## src/rtl/fpurc_pkg.sv

```systemverilog
// Constants and types shared by the power-up and reset sequencer.
package fpurc_pkg;

   localparam int CLOCK_PERIOD_NS = 8;

   // Write-class commands stay blocked for this long after the supply passes the inhibit level.
   localparam int WRITE_UNLOCK_DELAY_MS = 10;
   localparam int WRITE_UNLOCK_CYCLES = (WRITE_UNLOCK_DELAY_MS * 1000000) / CLOCK_PERIOD_NS;
   localparam int WDEL_W = 21;

   // Reads are served once this long has passed with the supply at its minimum.
   localparam int SELECT_AFTER_SUPPLY_DELAY_US = 30;
   localparam int SELECT_CYCLES = (SELECT_AFTER_SUPPLY_DELAY_US * 1000 + CLOCK_PERIOD_NS - 1) / CLOCK_PERIOD_NS;
   localparam int SEL_W = 12;

   // Quiet time after the reset pin is released.
   localparam int RESELECT_AFTER_CLEAR_DELAY_NS = 100;
   localparam int RESELECT_CYCLES = (RESELECT_AFTER_CLEAR_DELAY_NS + CLOCK_PERIOD_NS - 1) / CLOCK_PERIOD_NS;
   localparam int RSEL_W = 8;

   // Status word layout.
   localparam int STATUS_W = 8;
   localparam int STATUS_BUSY_BIT = 0;
   localparam int STATUS_LATCH_BIT = 1;
   localparam logic [7:0] STATUS_FIELD_MASK = 8'h9c;
   localparam logic [7:0] STATUS_RESET = 8'h00;
   localparam logic [7:0] ERASED_BYTE = 8'hff;
   localparam logic [1:0] LOCK_RESET = 2'h0;

   // Positions of the pin inputs in the synchroniser.
   localparam int SY_SUPPLY = 0;
   localparam int SY_MIN = 1;
   localparam int SY_HWRST = 2;
   localparam int SY_SEL = 3;
   localparam int SY_SCLK = 4;
   localparam int SYNC_W = 5;
   localparam logic [4:0] SYNC_RESET = 5'h0c;

   typedef enum logic [2:0] {
      CMD_READ,
      CMD_WRITE_ENABLE,
      CMD_WRITE_DISABLE,
      CMD_PAGE_WRITE,
      CMD_PAGE_PROGRAM,
      CMD_PAGE_ERASE,
      CMD_SECTOR_ERASE,
      CMD_STATUS_WRITE
   } fpurc_cmd_t;

   typedef enum logic [1:0] {
      CYC_NONE,
      CYC_ARRAY,
      CYC_STATUS
   } fpurc_cycle_t;

   typedef enum logic [2:0] {
      ST_POWER_OFF,
      ST_RUN,
      ST_RESET_HOLD,
      ST_STATUS_DRAIN,
      ST_RESELECT
   } fpurc_state_t;

endpackage

```

## src/rtl/fpurc_top.sv

```systemverilog
// Power-up, power-down and hardware reset sequencer of a serial flash.
// Summary of operation
// Below inhibit level: held reset, no response.
// Write-class commands ignored until write delay ends.
// Reads accepted after select delay, write delay regardless.
// Host keeps select high through power transitions.
// Host sends writes only after both delays.
// Power-up: standby, latch, busy, locks cleared.
// Supply falling below inhibit disables everything.
// Every reset pulse clears all lock bits.
// Reset during decode abandons command, power-on state.
// Reset aborts program or erase cycle.
// Reset lets status write finish first.
// Reset while idle gives power-on state.
// Host may hold reset low during power transitions.
// Array erased to ones, status bits zero.
// Busy flag high during self-timed cycle only.
// Reset mode, then reselect delay after release.
// Write delay counter from power-on; discards leave latch.
module fpurc_top
#(
   parameter int WRITE_DELAY_CYCLES = fpurc_pkg::WRITE_UNLOCK_CYCLES
)
(
   // Clock and reset
   input wire logic clock,
   input wire logic rst_n,
   // Pins
   input wire logic supply_above_inhibit_pin,
   input wire logic supply_at_min_pin,
   input wire logic hw_reset_pin_n,
   input wire logic select_pin_n,
   input wire logic serial_clock_pin,
   // Command decoder
   input wire logic cmd_valid,
   input wire fpurc_pkg::fpurc_cmd_t cmd_kind,
   input wire logic cmd_decoding,
   input wire logic [fpurc_pkg::STATUS_W-1:0] status_wdata,
   input wire logic lock_write,
   input wire logic [1:0] lock_wdata,
   input wire logic enter_deep_pd,
   input wire logic leave_deep_pd,
   // Cycle engine
   input wire logic cycle_done,
   // Command answers
   output logic cmd_accept,
   output logic cmd_discard,
   output logic decode_abandon,
   output logic cycle_abort,
   // State seen by the rest of the device
   output logic logic_reset,
   output logic respond_enable,
   output logic read_allowed,
   output logic write_allowed,
   output logic serial_clock_rise,
   output logic write_latch_flag,
   output logic cycle_active_flag,
   output logic deep_power_down,
   output logic write_lock_bit,
   output logic lock_down_bit,
   output logic [fpurc_pkg::STATUS_W-1:0] status_word,
   output logic [7:0] erased_byte
);
   import fpurc_pkg::*;

   logic [SYNC_W-1:0] pins_sync;
   logic pwr_ok;
   logic hw_ok;
   logic sel_n_sync;
   fpurc_state_t state_reg, state_next;
   fpurc_cycle_t cycle_reg, cycle_next;
   logic [WDEL_W-1:0] wdel_cnt_reg, wdel_cnt_next;
   logic [SEL_W-1:0] sel_cnt_reg, sel_cnt_next;
   logic [RSEL_W-1:0] rsel_cnt_reg, rsel_cnt_next;
   logic latch_reg, latch_next;
   logic deep_reg, deep_next;
   logic [1:0] lock_reg, lock_next;
   logic [STATUS_W-1:0] stat_reg, stat_next;
   logic abandon_reg, abandon_next;
   logic abort_reg, abort_next;
   logic sclk_prev_reg;
   logic wdel_done;
   logic sel_done;
   logic busy;

   function automatic logic is_write_class(input fpurc_cmd_t k);
      is_write_class = (k == CMD_WRITE_ENABLE) || (k == CMD_PAGE_WRITE) || (k == CMD_PAGE_PROGRAM) ||
                       (k == CMD_PAGE_ERASE) || (k == CMD_SECTOR_ERASE);
   endfunction

   function automatic logic is_array_cycle(input fpurc_cmd_t k);
      is_array_cycle = (k == CMD_PAGE_WRITE) || (k == CMD_PAGE_PROGRAM) ||
                       (k == CMD_PAGE_ERASE) || (k == CMD_SECTOR_ERASE);
   endfunction

   fpurc_sync u_sync
   (
      .clock(clock),
      .rst_n(rst_n),
      .pins_in({serial_clock_pin, select_pin_n, hw_reset_pin_n, supply_at_min_pin, supply_above_inhibit_pin}),
      .pins_out(pins_sync)
   );

   assign pwr_ok = pins_sync[SY_SUPPLY];
   assign hw_ok = pins_sync[SY_HWRST];
   assign sel_n_sync = pins_sync[SY_SEL];

   assign wdel_done = (wdel_cnt_reg == WDEL_W'(WRITE_DELAY_CYCLES));
   assign sel_done = (sel_cnt_reg == SEL_W'(SELECT_CYCLES));
   assign busy = (cycle_reg != CYC_NONE);

   // Only the running state answers anything; off, reset and drain states stay silent.
   assign respond_enable = (state_reg == ST_RUN);
   assign read_allowed = respond_enable && sel_done && !deep_reg;
   assign write_allowed = read_allowed && wdel_done;
   assign logic_reset = (state_reg == ST_POWER_OFF) || (state_reg == ST_RESET_HOLD);
   assign serial_clock_rise = respond_enable && !sel_n_sync && pins_sync[SY_SCLK] && !sclk_prev_reg;

   always_comb
   begin
      state_next = state_reg;
      cycle_next = cycle_reg;
      wdel_cnt_next = wdel_cnt_reg;
      sel_cnt_next = sel_cnt_reg;
      rsel_cnt_next = rsel_cnt_reg;
      latch_next = latch_reg;
      deep_next = deep_reg;
      lock_next = lock_reg;
      stat_next = stat_reg;
      abandon_next = 1'b0;
      abort_next = 1'b0;
      cmd_accept = 1'b0;
      cmd_discard = 1'b0;
      // The write delay runs from power-on release and is not restarted by the reset pin.
      if (state_reg != ST_POWER_OFF && !wdel_done)
      begin
         wdel_cnt_next = wdel_cnt_reg + WDEL_W'(1);
      end
      if (!pins_sync[SY_MIN])
      begin
         sel_cnt_next = '0;
      end
      else if (!sel_done)
      begin
         sel_cnt_next = sel_cnt_reg + SEL_W'(1);
      end
      case (state_reg)
         ST_POWER_OFF:
         begin
            // A reset pin already held low at power-up keeps the logic in reset mode.
            state_next = hw_ok ? ST_RUN : ST_RESET_HOLD;
         end
         ST_RUN:
         begin
            if (!hw_ok)
            begin
               lock_next = LOCK_RESET;
               abandon_next = cmd_decoding;
               if (cycle_reg == CYC_STATUS)
               begin
                  state_next = ST_STATUS_DRAIN;
               end
               else
               begin
                  // Array content under an aborted cycle is left as it stands.
                  abort_next = (cycle_reg == CYC_ARRAY);
                  cycle_next = CYC_NONE;
                  latch_next = 1'b0;
                  deep_next = 1'b0;
                  state_next = ST_RESET_HOLD;
               end
            end
            else
            begin
               if (busy && cycle_done)
               begin
                  cycle_next = CYC_NONE;
                  latch_next = 1'b0;
               end
               if (deep_reg && leave_deep_pd && !busy)
               begin
                  deep_next = 1'b0;
               end
               else if (!deep_reg && enter_deep_pd && !busy)
               begin
                  deep_next = 1'b1;
               end
               if (lock_write && read_allowed && !busy)
               begin
                  lock_next = lock_wdata;
               end
               if (cmd_valid)
               begin
                  if (!read_allowed)
                  begin
                     cmd_discard = 1'b1;
                  end
                  else if (is_write_class(cmd_kind) && !write_allowed)
                  begin
                     // Blocked before the latch logic so an early write enable never sets it.
                     cmd_discard = 1'b1;
                  end
                  else if (cmd_kind == CMD_READ)
                  begin
                     cmd_accept = 1'b1;
                  end
                  else if (busy)
                  begin
                     cmd_discard = 1'b1;
                  end
                  else if (cmd_kind == CMD_WRITE_ENABLE)
                  begin
                     cmd_accept = 1'b1;
                     latch_next = 1'b1;
                  end
                  else if (cmd_kind == CMD_WRITE_DISABLE)
                  begin
                     cmd_accept = 1'b1;
                     latch_next = 1'b0;
                  end
                  else if (!latch_reg)
                  begin
                     cmd_discard = 1'b1;
                  end
                  else if (is_array_cycle(cmd_kind))
                  begin
                     cmd_accept = 1'b1;
                     cycle_next = CYC_ARRAY;
                  end
                  else
                  begin
                     // The new status value is held at once, so an interrupting reset cannot corrupt it.
                     cmd_accept = 1'b1;
                     cycle_next = CYC_STATUS;
                     stat_next = status_wdata & STATUS_FIELD_MASK;
                  end
               end
            end
         end
         ST_STATUS_DRAIN:
         begin
            if (!hw_ok)
            begin
               lock_next = LOCK_RESET;
            end
            if (cycle_done)
            begin
               cycle_next = CYC_NONE;
               latch_next = 1'b0;
               deep_next = 1'b0;
               lock_next = LOCK_RESET;
               rsel_cnt_next = '0;
               state_next = hw_ok ? ST_RESELECT : ST_RESET_HOLD;
            end
         end
         ST_RESET_HOLD:
         begin
            lock_next = LOCK_RESET;
            rsel_cnt_next = '0;
            if (hw_ok)
            begin
               state_next = ST_RESELECT;
            end
         end
         ST_RESELECT:
         begin
            rsel_cnt_next = rsel_cnt_reg + RSEL_W'(1);
            if (!hw_ok)
            begin
               lock_next = LOCK_RESET;
               state_next = ST_RESET_HOLD;
            end
            else if (rsel_cnt_reg == RSEL_W'(RESELECT_CYCLES - 1))
            begin
               state_next = ST_RUN;
            end
         end
         default:
         begin
            state_next = ST_POWER_OFF;
         end
      endcase
      // Losing the supply overrides every update here but the status value and command answers, even a status write in flight.
      if (!pwr_ok)
      begin
         state_next = ST_POWER_OFF;
         cycle_next = CYC_NONE;
         wdel_cnt_next = '0;
         sel_cnt_next = '0;
         rsel_cnt_next = '0;
         latch_next = 1'b0;
         deep_next = 1'b0;
         lock_next = LOCK_RESET;
         abandon_next = 1'b0;
         abort_next = 1'b0;
      end
   end

   always_ff @(posedge clock)
   begin
      if (!rst_n)
      begin
         state_reg <= ST_POWER_OFF;
         cycle_reg <= CYC_NONE;
         wdel_cnt_reg <= '0;
         sel_cnt_reg <= '0;
         rsel_cnt_reg <= '0;
         latch_reg <= 1'b0;
         deep_reg <= 1'b0;
         lock_reg <= LOCK_RESET;
         stat_reg <= STATUS_RESET;
         abandon_reg <= 1'b0;
         abort_reg <= 1'b0;
         sclk_prev_reg <= 1'b0;
      end
      else
      begin
         state_reg <= state_next;
         cycle_reg <= cycle_next;
         wdel_cnt_reg <= wdel_cnt_next;
         sel_cnt_reg <= sel_cnt_next;
         rsel_cnt_reg <= rsel_cnt_next;
         latch_reg <= latch_next;
         deep_reg <= deep_next;
         lock_reg <= lock_next;
         stat_reg <= stat_next;
         abandon_reg <= abandon_next;
         abort_reg <= abort_next;
         sclk_prev_reg <= pins_sync[SY_SCLK];
      end
   end

   assign decode_abandon = abandon_reg;
   assign cycle_abort = abort_reg;
   assign write_latch_flag = latch_reg;
   assign cycle_active_flag = busy;
   assign deep_power_down = deep_reg;
   assign write_lock_bit = lock_reg[0];
   assign lock_down_bit = lock_reg[1];
   always_comb
   begin
      status_word = stat_reg;
      status_word[STATUS_BUSY_BIT] = busy;
      status_word[STATUS_LATCH_BIT] = latch_reg;
   end
   assign erased_byte = ERASED_BYTE;
endmodule // fpurc_top

```

## src/rtl/fpurc_sync.sv

```systemverilog
// Two-stage synchroniser for the pin inputs.
module fpurc_sync
(
   // Clock and reset
   input wire logic clock,
   input wire logic rst_n,
   // Pins and their synchronised copies
   input wire logic [fpurc_pkg::SYNC_W-1:0] pins_in,
   output logic [fpurc_pkg::SYNC_W-1:0] pins_out
);
   import fpurc_pkg::*;

   logic [SYNC_W-1:0] stage1_reg;
   logic [SYNC_W-1:0] stage2_reg;

   // Reset values assume a deselected bus with the reset pin released.
   always_ff @(posedge clock)
   begin
      if (!rst_n)
      begin
         stage1_reg <= SYNC_RESET;
         stage2_reg <= SYNC_RESET;
      end
      else
      begin
         stage1_reg <= pins_in;
         stage2_reg <= stage1_reg;
      end
   end

   assign pins_out = stage2_reg;

endmodule // fpurc_sync

```

## config.mk

```make
export PLATFORM = sky130hd
export DESIGN_NAME = fpurc_top
export DESIGN_NICKNAME = d
export VERILOG_FILES = /design/src/rtl/fpurc_pkg.sv /design/src/rtl/fpurc_top.sv /design/src/rtl/fpurc_sync.sv
export SDC_FILE = /design/constraint.sdc
export NUM_CORES = 1
export LEC_CHECK = 0
export BUFFER_PORTS_ARGS = -buffer_cell sky130_fd_sc_hd__buf_2
export CORE_MARGIN = 3
export CORE_UTILIZATION = 56
export DETAILED_ROUTE_END_ITERATION = 10
export PLACE_DENSITY = 0.78
export SLEW_MARGIN = 20
export SYNTH_ARGS = -nofsm -noshare
export SYNTH_HDL_FRONTEND = slang
export SYNTH_SLANG_ARGS = --single-unit
```

## constraint.sdc

```tcl
create_clock -name clock -period 2.8 [get_ports clock]
set_clock_uncertainty 0.15 [all_clocks]
set_input_delay 0.84 -clock clock [delete_from_list [all_inputs] [get_ports clock]]
set_output_delay 0.84 -clock clock [all_outputs]
set_load 0.02 [all_outputs]
```

==> impl_metrics.sql <==
INSERT INTO impl_metrics (metric_group, metric, value, unit) VALUES
('logic_synthesis', 'synth_mux_area_share', '2.14', '%'),
('power_and_ir_drop', 'vdd.ir_drop.worst', '0.330', 'mV'),
('worst_setup_path', 'crit_arrival', '2.15', 'ns'),
('logic_synthesis', 'synth_compound_gate_area_share', '9.44', '%'),
('routing', 'number_of_antenna_violating_nets_in_the_routed_design', '0', ''),
('place', 'post-dp-hpwl', '5270', 'um'),
('run', 'max-cap-violations', '0', ''),
('finish', 'n_antenna_cell', '0', ''),
('die', 'core_area', '5640', 'um2'),
('logic_synthesis', 'postSynthCellCount', '397', ''),
('power_and_ir_drop', 'power.density', '442', 'nW/um2'),
('cts', 'cts_inserted_buffers', '9', ''),
('worst_hold_path', 'timing.hold.worst_path_depth', '1', ''),
('worst_hold_path', 'min_delay_worst_type', 'reg -> reg', ''),
('worst_setup_path', 'worst_setup_path_start_kind', 'flop', ''),
('timing', 'slew_violations', '0', ''),
('global_route', 'grt_antenna_before_repair', '0', ''),
('die', 'die-width', '83.1', 'um'),
('logic_synthesis', 'combinational_family_with_the_most_area_after_synthesis', 'simple AND/OR/NAND/NOR gates', ''),
('finish', 'final_layout_size_suffix_gt1_share', '21.9', '%'),
('place', 'numPortBuffers', '41', ''),
('logic_synthesis', 'synthesized_area_fraction_occupied_by_and_or_nand_nor_cells', '30.4', '%'),
('logic_synthesis', 'netlist.top_cell.by_area', 'sky130_fd_sc_hd__dfxtp_1', ''),
('routing', 'drt_drc_violations_left', '0', ''),
('routing', 'route.detailed.wl_per_inst', '13.9', 'um'),
('place', 'placed_standard_cell_area', '3710', 'um2'),
('timing', 'timing.final.ws_setup', '-0.344', 'ns'),
('logic_synthesis', 'synth_enable_flop_cells', '0', ''),
('cts', 'clockRootBuffer', 'sky130_fd_sc_hd__clkbuf_8', ''),
('global_route', 'first_global_vias', '2735', ''),
('worst_setup_path', 'timing_worst_setup_path_type', 'reg -> out', ''),
('die', 'floorplan.die_area', '6900', 'um2'),
('finish', 'stdcell_area', '3950', 'um2'),
('finish', 'final_core_utilization', '70.0', '%'),
('worst_setup_path', 'timing.reg2reg.worst_path_depth', '7', ''),
('global_route', 'groute.usage.overall', '21.9', '%'),
('logic_synthesis', 'synth_area', '3330', 'um2'),
('logic_synthesis', 'synth-seq-area-share', '40.3', '%'),
('timing', 'finalCriticalPeriod', '3.14', 'ns'),
('cts', 'clk_latency', '0.34', 'ns'),
('logic_synthesis', 'xor_xnor_portion_of_the_synthesized_cell_area', '8.69', '%'),
('routing', 'dr.first_iter.drc_count', '227', ''),
('place', 'place_worst_setup_slack', '-0.0939', 'ns'),
('status', 'outcome', 'finished with violations', ''),
('routing', 'total_number_of_vias', '2961', ''),
('timing', 'worst_slew_pin_slew', '0.583', 'ns'),
('routing', 'drtPass1Iterations', '6', ''),
('timing', 'setup_viol', '3', ''),
('cts', 'ctsHoldBuffers', '0', ''),
('die', 'std_cell_rows', '27', ''),
('cts', 'path_clk_slew', '0.07', 'ns'),
('cts', 'tritoncts_clock_tree', 'yes', ''),
('place', 'gp_congestion', '0.842', ''),
('worst_setup_path', 'cp.required', '1.81', 'ns'),
('routing', 'routed_wirelength', '7490', 'um'),
('timing', 'rsz0062_at_grt', 'true', ''),
('worst_setup_path', 'worst_setup_end_kind', 'primary output', ''),
('global_route', 'grt_max_degree', '25', ''),
('status', 'failed_checks', 'setup timing', ''),
('timing', 'fin_worst_hold_slack', '0.260', 'ns'),
('logic_synthesis', 'post_synth_main_area_contributors', 'sky130_fd_sc_hd__dfxtp_1, sky130_fd_sc_hd__nor2_1, sky130_fd_sc_hd__xnor2_1', ''),
('timing', 'max-slew-margin-rel', '60.6', '%'),
('logic_synthesis', 'yosys.area_share.adder', '2.56', '%'),
('finish', 'synthToLayoutAreaGrowth', '18.7', '%'),
('finish', 'largest_register_ff_count', '21', ''),
('finish', 'finalNetCount', '492', ''),
('logic_synthesis', 'most_common_flop_cell_mapped_by_yosys', 'sky130_fd_sc_hd__dfxtp_1', ''),
('logic_synthesis', 'yosysTopAreaCellShare', '40.3', '%'),
('logic_synthesis', 'yosys_warnings', '0', ''),
('cts', 'cts.path.max_buffers', '2', ''),
('die', 'initial_utilization', '59.0', '%');
-- power by group --
part / total, mW / switching (mW) / internal (mW)
registers: 0.962 / 0.00211 / 0.960
logic: 0.0897 / 0.0551 / 0.0346
clock network: 0.696 / 0.375 / 0.321
total: 1.75 / 0.433 / 1.32
-- kinds of logic after synthesis --
group | count (synthesis)
AND/OR/NAND/NOR | 192
adder cells (fa/ha/maj) | 7
buffers and inverters | 41
other | 2
multiplexers | 7
flip-flops | 67
AO/OA/AOI/OAI | 48
XOR/XNOR | 33
-- path summary, 6_finish.rpt --
| path | end | from | slack [ns] |
|---|---|---|---|
| worst max-delay path | write_allowed | wdel_cnt_reg[5] | -0.34 |
| worst min register to register | u_sync.pins_out[3] | u_sync.stage1_reg[3] | 0.26 |
| worst max register to register | write_latch_flag | wdel_cnt_reg[5] | 0.41 |
| worst min-delay path | u_sync.pins_out[3] | u_sync.stage1_reg[3] | 0.26 |
-- synthesized netlist by cell type, drive strengths merged, types with 10 or more instances --
cell and n:
buf 13, dfxtp 67, a21oi 11, nand3 19, nor2 55, o21ai 14
xor2 12, nand2 33, clkbuf 11, nand4 11, nor3 10, inv 17
xnor2 21
-- metal layers --
| metal | GRT usage, % | part of all wire, % | vias up |
|---|---|---|---|
| met1 | 29.3 | 45 | 1346 |
| met4 | 7.28 | 1.5 | 0 |
| li1 | - | - | 1482 |
| met3 | 6.05 | 7.8 | 16 |
| met5 | 0 | 0 | - |
| met2 | 34.3 | 45 | 117 |
-- layout make-up --
type,instances,area [um2]
Clock buffer,10,128
Clock inverter,6,42.5
Fill cell,464,1690
Inverter,17,63.8
Multi-Input combinational cell,297,1860
Sequential cell,67,1340
Tap cell,72,90.1
Timing Repair Buffer,68,419
-- worst max-delay path: stages, from the launching register on --
cell	delay [ns]
sky130_fd_sc_hd__dfxtp_2	0.33
sky130_fd_sc_hd__or4b_4	0.54
sky130_fd_sc_hd__or3_4	0.42
sky130_fd_sc_hd__buf_6	0.14
sky130_fd_sc_hd__nor4b_4	0.21
sky130_fd_sc_hd__buf_4	0.18
-- metrics by stage --
stage	std cells	total power, mW
2_1_floorplan	405	1.04
3_3_place_gp	520	1.07
3_5_place_dp	520	1.07
4_1_cts	536	1.76
5_1_grt	537	1.81
6_report	537	1.75
-- repair_timing --
action	in CTS	in global routing
setup endpoints to repair	3	4
buffers inserted	0	1
pin swaps	0	4
gates resized for setup	6	7
-- placed cells by master, fill, tap and decap left out, types with 4 or more instances in the layout --
cell                       netlist  final
sky130_fd_sc_hd__conb_1          2     10
sky130_fd_sc_hd__nor2_1         54     53
sky130_fd_sc_hd__ha_1            6      6
sky130_fd_sc_hd__mux2i_1         6      6
sky130_fd_sc_hd__clkbuf_8        0      9
sky130_fd_sc_hd__inv_1          16     15
sky130_fd_sc_hd__a31oi_1         5      5
sky130_fd_sc_hd__buf_2           0     38
sky130_fd_sc_hd__and2_1          9      9
sky130_fd_sc_hd__nor2b_1         6      6
sky130_fd_sc_hd__nor3_1         10     10
sky130_fd_sc_hd__nor4b_1         5      4
sky130_fd_sc_hd__buf_4          12     29
sky130_fd_sc_hd__a21oi_1        11     11
sky130_fd_sc_hd__xor2_1         12     12
sky130_fd_sc_hd__dfxtp_1        67     66
sky130_fd_sc_hd__o21ai_0        11     11
sky130_fd_sc_hd__xnor2_1        21     21
sky130_fd_sc_hd__and3_1          7      7
sky130_fd_sc_hd__nor4_1          7      7
sky130_fd_sc_hd__nand3_1        19     18
sky130_fd_sc_hd__nand2b_1        9      9
sky130_fd_sc_hd__nand4_1        11     11
sky130_fd_sc_hd__o211ai_1        5      5
sky130_fd_sc_hd__nand2_1        33     33
sky130_fd_sc_hd__or3_1           7      6
(Power assumes the default switching activity.)
